**src/hw/capid_consts.vh**
```
// Constants for the capability identification register bank
`ifndef CAPID_CONSTS_VH
`define CAPID_CONSTS_VH

// ==========================================================================
// Register map (byte offsets inside the system-control space)
`define CAPID_ADDR_W 12
`define CAPID_OFS_PIN_CAPS 12'h018
`define CAPID_OFS_PORT_CAPS 12'h01c
`define CAPID_OFS_BASE_HI 20'h400f_e
`define CAPID_BASE_HI_W 20

// ==========================================================================
// Pin-presence fields
`define CAPID_PIN_TIMER_HI 29
`define CAPID_PIN_TIMER_LO 24
`define CAPID_PIN_CONV_HI 19
`define CAPID_PIN_CONV_LO 16
`define CAPID_PIN_FAULT 15
`define CAPID_PIN_CMP_OUT 8
`define CAPID_PIN_CMP_POS 7
`define CAPID_PIN_CMP_NEG 6
`define CAPID_PIN_PULSE_HI 5
`define CAPID_PIN_PULSE_LO 0

// ==========================================================================
// Port-presence fields
`define CAPID_PORT_HI 7
`define CAPID_PORT_LO 0

// ==========================================================================
// Fixed read values
`define CAPID_PIN_CAPS_VAL 32'h3f0f_81ff
`define CAPID_PORT_CAPS_VAL 32'h0000_00ff
`define CAPID_ZERO_WORD 32'h0000_0000

`endif

```
**src/hw/capid_reset_sync.v**
```verilog
// Reset release synchroniser for the capability register bank
`timescale 1ns/1ps

module capid_reset_sync (
	input wire clk,
	input wire rstn,
	output wire syncRstn
);

	reg stage1_reg;
	reg stage2_reg;

	// ==================================================================
	// Assert at once, release after two edges
	always @(posedge clk or negedge rstn) begin
		if (!rstn) begin
			stage1_reg <= 1'b0;
			stage2_reg <= 1'b0;
		end else begin
			stage1_reg <= 1'b1;
			stage2_reg <= stage1_reg;
		end
	end

	assign syncRstn = stage2_reg;

endmodule

```
**src/hw/capid_rom.v**
```verilog
// Fixed contents of the two capability registers
`timescale 1ns/1ps
`include "capid_consts.vh"

module capid_rom (
	output wire [31:0] pinCaps,
	output wire [31:0] portCaps
);

	// ==================================================================
	// Pin presence: each documented field set, the rest zero
	assign pinCaps[31:30] = 2'h0;
	assign pinCaps[`CAPID_PIN_TIMER_HI:`CAPID_PIN_TIMER_LO] = 6'h3f;
	assign pinCaps[23:20] = 4'h0;
	assign pinCaps[`CAPID_PIN_CONV_HI:`CAPID_PIN_CONV_LO] = 4'hf;
	assign pinCaps[`CAPID_PIN_FAULT] = 1'b1;
	assign pinCaps[14:9] = 6'h00;
	assign pinCaps[`CAPID_PIN_CMP_OUT] = 1'b1;
	assign pinCaps[`CAPID_PIN_CMP_POS] = 1'b1;
	assign pinCaps[`CAPID_PIN_CMP_NEG] = 1'b1;
	assign pinCaps[`CAPID_PIN_PULSE_HI:`CAPID_PIN_PULSE_LO] = 6'h3f;

	// ==================================================================
	// Port presence: ports A to H
	assign portCaps[31:8] = 24'h00_0000;
	assign portCaps[`CAPID_PORT_HI:`CAPID_PORT_LO] = 8'hff;

endmodule

```
**src/hw/capid_top.v**
```verilog
// Capability register bank on a classic Wishbone slave port
//
// Behaviour
// - Port-presence register at offset 0x01C, 32-bit, read-only, fixed.
// - Port-presence bits 7..0 read one: I/O ports H..A exist.
// - Reserved positions of both registers read zero.
// - Pin-presence bits 29..24 read one: timer capture pins 5..0.
// - Pin-presence bits 19..16 read one: converter inputs 3..0.
// - Pin-presence bit 15 reads one: pulse fault input exists.
// - Pin-presence bits 8,7,6 read one: comparator output, plus, minus.
// - Pin-presence bits 5..0 read one: pulse outputs 5..0.
// - Pin-presence register at offset 0x018, base 0x400F.E000, read-only.
//
// Design decision made here: register access over Wishbone.
`timescale 1ns/1ps
`include "capid_consts.vh"

module capid_top (
	input wire clk,
	input wire rstn,
	input wire clkEn,
	input wire wbCycI,
	input wire wbStbI,
	input wire wbWeI,
	input wire [31:0] wbAdrI,
	input wire [3:0] wbSelI,
	input wire [31:0] wbDatI,
	output wire wbAckO,
	output wire wbErrO,
	output wire [31:0] wbDatO
);

	wire syncRstn;
	wire [31:0] pinCaps;
	wire [31:0] portCaps;
	reg ack_reg;
	reg err_reg;
	reg [31:0] dat_reg;
	reg [31:0] dat_next;
	reg hit;
	wire request;

	// ==================================================================
	// Address decode, shared by read data and hit detection
	function [1:0] capid_decode;
		input [31:0] adr;
		begin
			capid_decode = 2'b00;
			if (adr[31:`CAPID_ADDR_W] == `CAPID_OFS_BASE_HI) begin
				if (adr[`CAPID_ADDR_W-1:0] == `CAPID_OFS_PIN_CAPS)
					capid_decode = 2'b01;
				else if (adr[`CAPID_ADDR_W-1:0] == `CAPID_OFS_PORT_CAPS)
					capid_decode = 2'b10;
			end
		end
	endfunction

	capid_reset_sync uSync (
		.clk(clk),
		.rstn(rstn),
		.syncRstn(syncRstn)
	);

	capid_rom uRom (
		.pinCaps(pinCaps),
		.portCaps(portCaps)
	);

	// Bus signals come from logic on clk, so no synchroniser on them
	assign request = wbCycI && wbStbI && !ack_reg && !err_reg;

	// ==================================================================
	// Read data mux; write data and byte lanes are ignored
	always @* begin
		dat_next = `CAPID_ZERO_WORD;
		hit = 1'b1;
		case (capid_decode(wbAdrI))
			2'b01: begin
				dat_next = pinCaps;
			end
			2'b10: begin
				dat_next = portCaps;
			end
			default: begin
				hit = 1'b0;
			end
		endcase
	end

	// ==================================================================
	// One-wait-state answer; writes to mapped words are acked and dropped
	always @(posedge clk or negedge syncRstn) begin
		if (!syncRstn) begin
			ack_reg <= 1'b0;
			err_reg <= 1'b0;
			dat_reg <= `CAPID_ZERO_WORD;
		end else if (clkEn) begin
			ack_reg <= request && hit;
			err_reg <= request && !hit;
			if (request && hit && !wbWeI)
				dat_reg <= dat_next;
			else if (!request)
				dat_reg <= `CAPID_ZERO_WORD;
		end
	end

	assign wbAckO = ack_reg;
	assign wbErrO = err_reg;
	assign wbDatO = dat_reg;

endmodule

```
**config.mk**
```make
export PLATFORM = sky130hd
export DESIGN_NAME = capid_top
export DESIGN_NICKNAME = d
export VERILOG_FILES = /design/src/hw/capid_reset_sync.v /design/src/hw/capid_rom.v /design/src/hw/capid_top.v
export VERILOG_INCLUDE_DIRS = /design/src /design/src/hw
export SDC_FILE = /design/constraint.sdc
export NUM_CORES = 1
export LEC_CHECK = 0
export ABC_AREA = 0
export BUFFER_PORTS_ARGS = -buffer_cell sky130_fd_sc_hd__buf_2
export CORE_MARGIN = 2
export CORE_UTILIZATION = 27
export CTS_CLUSTER_DIAMETER = 100
export DETAILED_ROUTE_END_ITERATION = 8
export GPL_TIMING_DRIVEN = 0
export HOLD_SLACK_MARGIN = 0.1
export PLACE_DENSITY = 0.84
export RECOVER_POWER = 50
export SKIP_CTS_REPAIR_TIMING = 1
export SYNTH_ARGS = -nofsm -noshare
export SYNTH_HDL_FRONTEND = slang
export SYNTH_SLANG_ARGS = --single-unit
```
**constraint.sdc**
```tcl
create_clock -name clk -period 1.7 [get_ports clk]
set_input_delay 0.17 -clock clk [delete_from_list [all_inputs] [get_ports clk]]
set_output_delay 0.17 -clock clk [all_outputs]
set_load 0.02 [all_outputs]
```
==> metrics.md <==
| Metric | Value |
|---|---|
| Clock power share | `0.326` |
| WL final | `1.54 mm` |
| Number of synthesis warnings | `0` |
| Part of the power in registers | `0.381` |
| Row count | `16` |
| GRT Util Overall | `0.117` |
| Syn Area/Cell | `8.59 um2` |
| #FFs+latches synth | `6` |
| Die Y | `49.8 um` |
| Max Cap Viol | `0` |
| Met2 Wirelength | `864 um` |
| CTS clock-pin slew for the worst setup and hold paths | `0.05 ns` |
| Hold Path Class | `in2reg` |
| CP endpoint kind | `flop` |
| Starting Density | `0.289` |
| Maximum vdd drop | `0.000237 V` |
| Top FF cell, synth | `dfrtp_1` |
| CTS max path bufs | `2` |
| Area grow syn2layout | `81.2%` |
| Largest register FFs | `2` |
| Final TNS setup | `-0.376 ns` |
| Io pins | `108` |
| DRT antenna net count | `0` |
| Critical path required time | `1.81 ns` |
| Chip Width | `49.8 um` |
| Initial antenna violation count | `0` |
| DRC | `0` |
| Highest routing layer actually used | `met4` |
| Sequential share of the synthesized area | `0.265` |
| Ant diodes | `0` |
| Reg2Reg Depth | `3` |
| First-pass GRT wire length | `2.22 mm` |
| Share of the synthesized area in the top cell type | `0.397` |
| Post-layout util | `0.524` |
| Clock sink count | `6` |
| TritonCTS buffer count | `3` |
| Setup CP Type | `in2reg` |
| Slew Viols, Final | `0` |
| H-tree depth | `1` |
| Crit Path Max Fanout | `4` |
| Metal-1 WL | `504 um` |
| Violated checks | `negative setup slack` |
| Clock skew | `0.00405 ns` |
| Comb power frac | `0.293` |
| Drt first pass iters | `1` |
| Fin. Hold Viols | `0` |
| Ys async rst share | `1.00` |
| Final setup margin | `-0.206 ns` |
| Vias in the first global route | `573` |
| CTS root buf | `clkbuf_4` |
| Pwr Density | `383 nW/um2` |
| Post-DR vias/cell | `3.92` |
| RePlAce Congestion | `0.701` |
| Commonest cells in the netlist | `buf_4 (30), dfrtp_1 (6), nor4_1 (4), inv_1 (3), nand2_1 (3)` |
| Wirelength per Cell | `9.19 um` |
| Leak | `0.620 nW` |
| Mapped Cells | `66` |
| Period utilization | `1.12` |
| Met3 routed WL | `167 um` |
| RSZ-0062 raised after global routing | `yes` |
| Synth area leaders | `buf_4 (40%), dfrtp_1 (26%), nor4_1 (4.4%)` |
| Startpoint type of the worst setup path | `primary input` |
| Status | `complete, but fails checks` |
| Worst Path Arrival | `2.02 ns` |
| Vias | `659` |
| Internal power | `0.289 mW` |
| Net Sw Power | `0.105 mW` |
| CTS tree | `built` |
| Dominant cell type by area after synthesis | `buf_4` |
| PortBufs | `59` |
| Layout cells sized above 1 | `0.681` |
| Switching Share | `0.266` |
| Cell Area, Synth | `567 um2` |
| Clk Latency, worst-skew pair | `0.24 ns` |
| EDFF count, synth | `0` |
| Fmax | `525 MHz` |
| Placeable Area | `1960 um2` |
| Most common cell in the netlist | `buf_4` |
| Grt ovf | `0` |
| DRT iter0 DRCs | `0` |
| Largest net degree at the start of global routing | `15` |
| Nets@finish | `218` |
| Hold depth | `2` |
| Post-layout min period | `1.91 ns` |
| Final setup fails | `3` |
| Die area | `2480 um2` |
| Post-synthesis cell type count | `19` |
==> through the flow <==
step	power, mW	hold slack [ns]	setup WS [ns]	instances	instance area (um2)
detailed placement	0.258	-0.0405	-0.468	163	957
global route	0.423	0.224	-0.243	168	1030
floorplan	0.210	-0.126	-0.247	77	628
finish	0.393	0.219	-0.206	168	1030
CTS	0.392	-0.299	-0.207	166	980
global placement	0.256	-0.0449	-0.396	163	957
==> cell usage in the layout, fill, tap and decap left out <==
cell / instances
a21oi_1: 1
a21oi_2: 1
a31oi_1: 1
and3b_1: 1
buf_2: 53
buf_4: 26
buf_6: 2
clkbuf_1: 4
clkbuf_4: 7
conb_1: 13
dfrtp_1: 6
dlygate4sd3_1: 2
ha_4: 1
inv_1: 3
mux2_4: 1
nand2_1: 2
nand2_2: 1
nand4_1: 2
nand4bb_1: 1
nor2_1: 1
nor2_4: 1
nor4_1: 3
nor4_2: 1
nor4b_1: 2
o21a_1: 1
o22ai_1: 2
or4_4: 2
==> cells by family after synthesis <==
logic type               Yosys count  synth area share
adder cells (fa/ha/maj)            1            0.0221
AO/OA/AOI/OAI                      6            0.0640
buffers and inverters             33             0.417
flip-flops                         6             0.265
other                              2            0.0132
AND/OR/NAND/NOR                   17             0.199
multiplexers                       1            0.0199
==> critical path, stage by stage <==
cell     delay [ns]
buf_6          0.09
or4_4          0.53
or4_4          0.54
ha_4           0.25
o21a_1         0.19
a31oi_1        0.16
o22ai_1        0.10
==> path summary, 6_finish.rpt <==
| kind | startpoint | end | slack, ns |
|---|---|---|---|
| worst max-delay path | wbAdrI[12] | wbDatO[28] | -0.21 |
| worst min-delay path | clkEn | wbDatO[7] | 0.22 |
| worst max register to register | wbDatO[28] | wbDatO[28] | 0.64 |
| worst min register to register | uSync.stage1_reg | uSync.syncRstn | 0.36 |
| max in group asynchronous | uSync.syncRstn | wbAckO | 0.94 |
| min in group asynchronous | rstn | uSync.stage1_reg | 0.25 |
==> final cells by class <==
class / instances / area (um2)
Fill cell: 195 / 935
Tap cell: 27 / 33.8
Sequential cell: 6 / 150
Multi-Input combinational cell: 38 / 262
Inverter: 3 / 11.3
Timing Repair Buffer: 61 / 323
Buffer: 30 / 225
Clock buffer: 3 / 22.5
==> power by group through the flow <==
stage | Sequential (mW) | Combinational [mW] | Clock, mW
global route | 0.150 | 0.125 | 0.148
CTS | 0.151 | 0.105 | 0.136
global placement | 0.153 | 0.103 | 0
floorplan | 0.155 | 0.0549 | 0
detailed placement | 0.154 | 0.105 | 0
finish | 0.150 | 0.115 | 0.128
==> per-layer routing <==
| layer | vias to the layer above | GRT usage |
|---|---|---|
| li1 | 335 | - |
| met1 | 283 | 0.0994 |
| met2 | 39 | 0.218 |
| met3 | 2 | 0.0606 |
| met4 | 0 | 0.0602 |
| met5 | - | 0 |
Note: power is estimated with default switching activity, not from simulation.
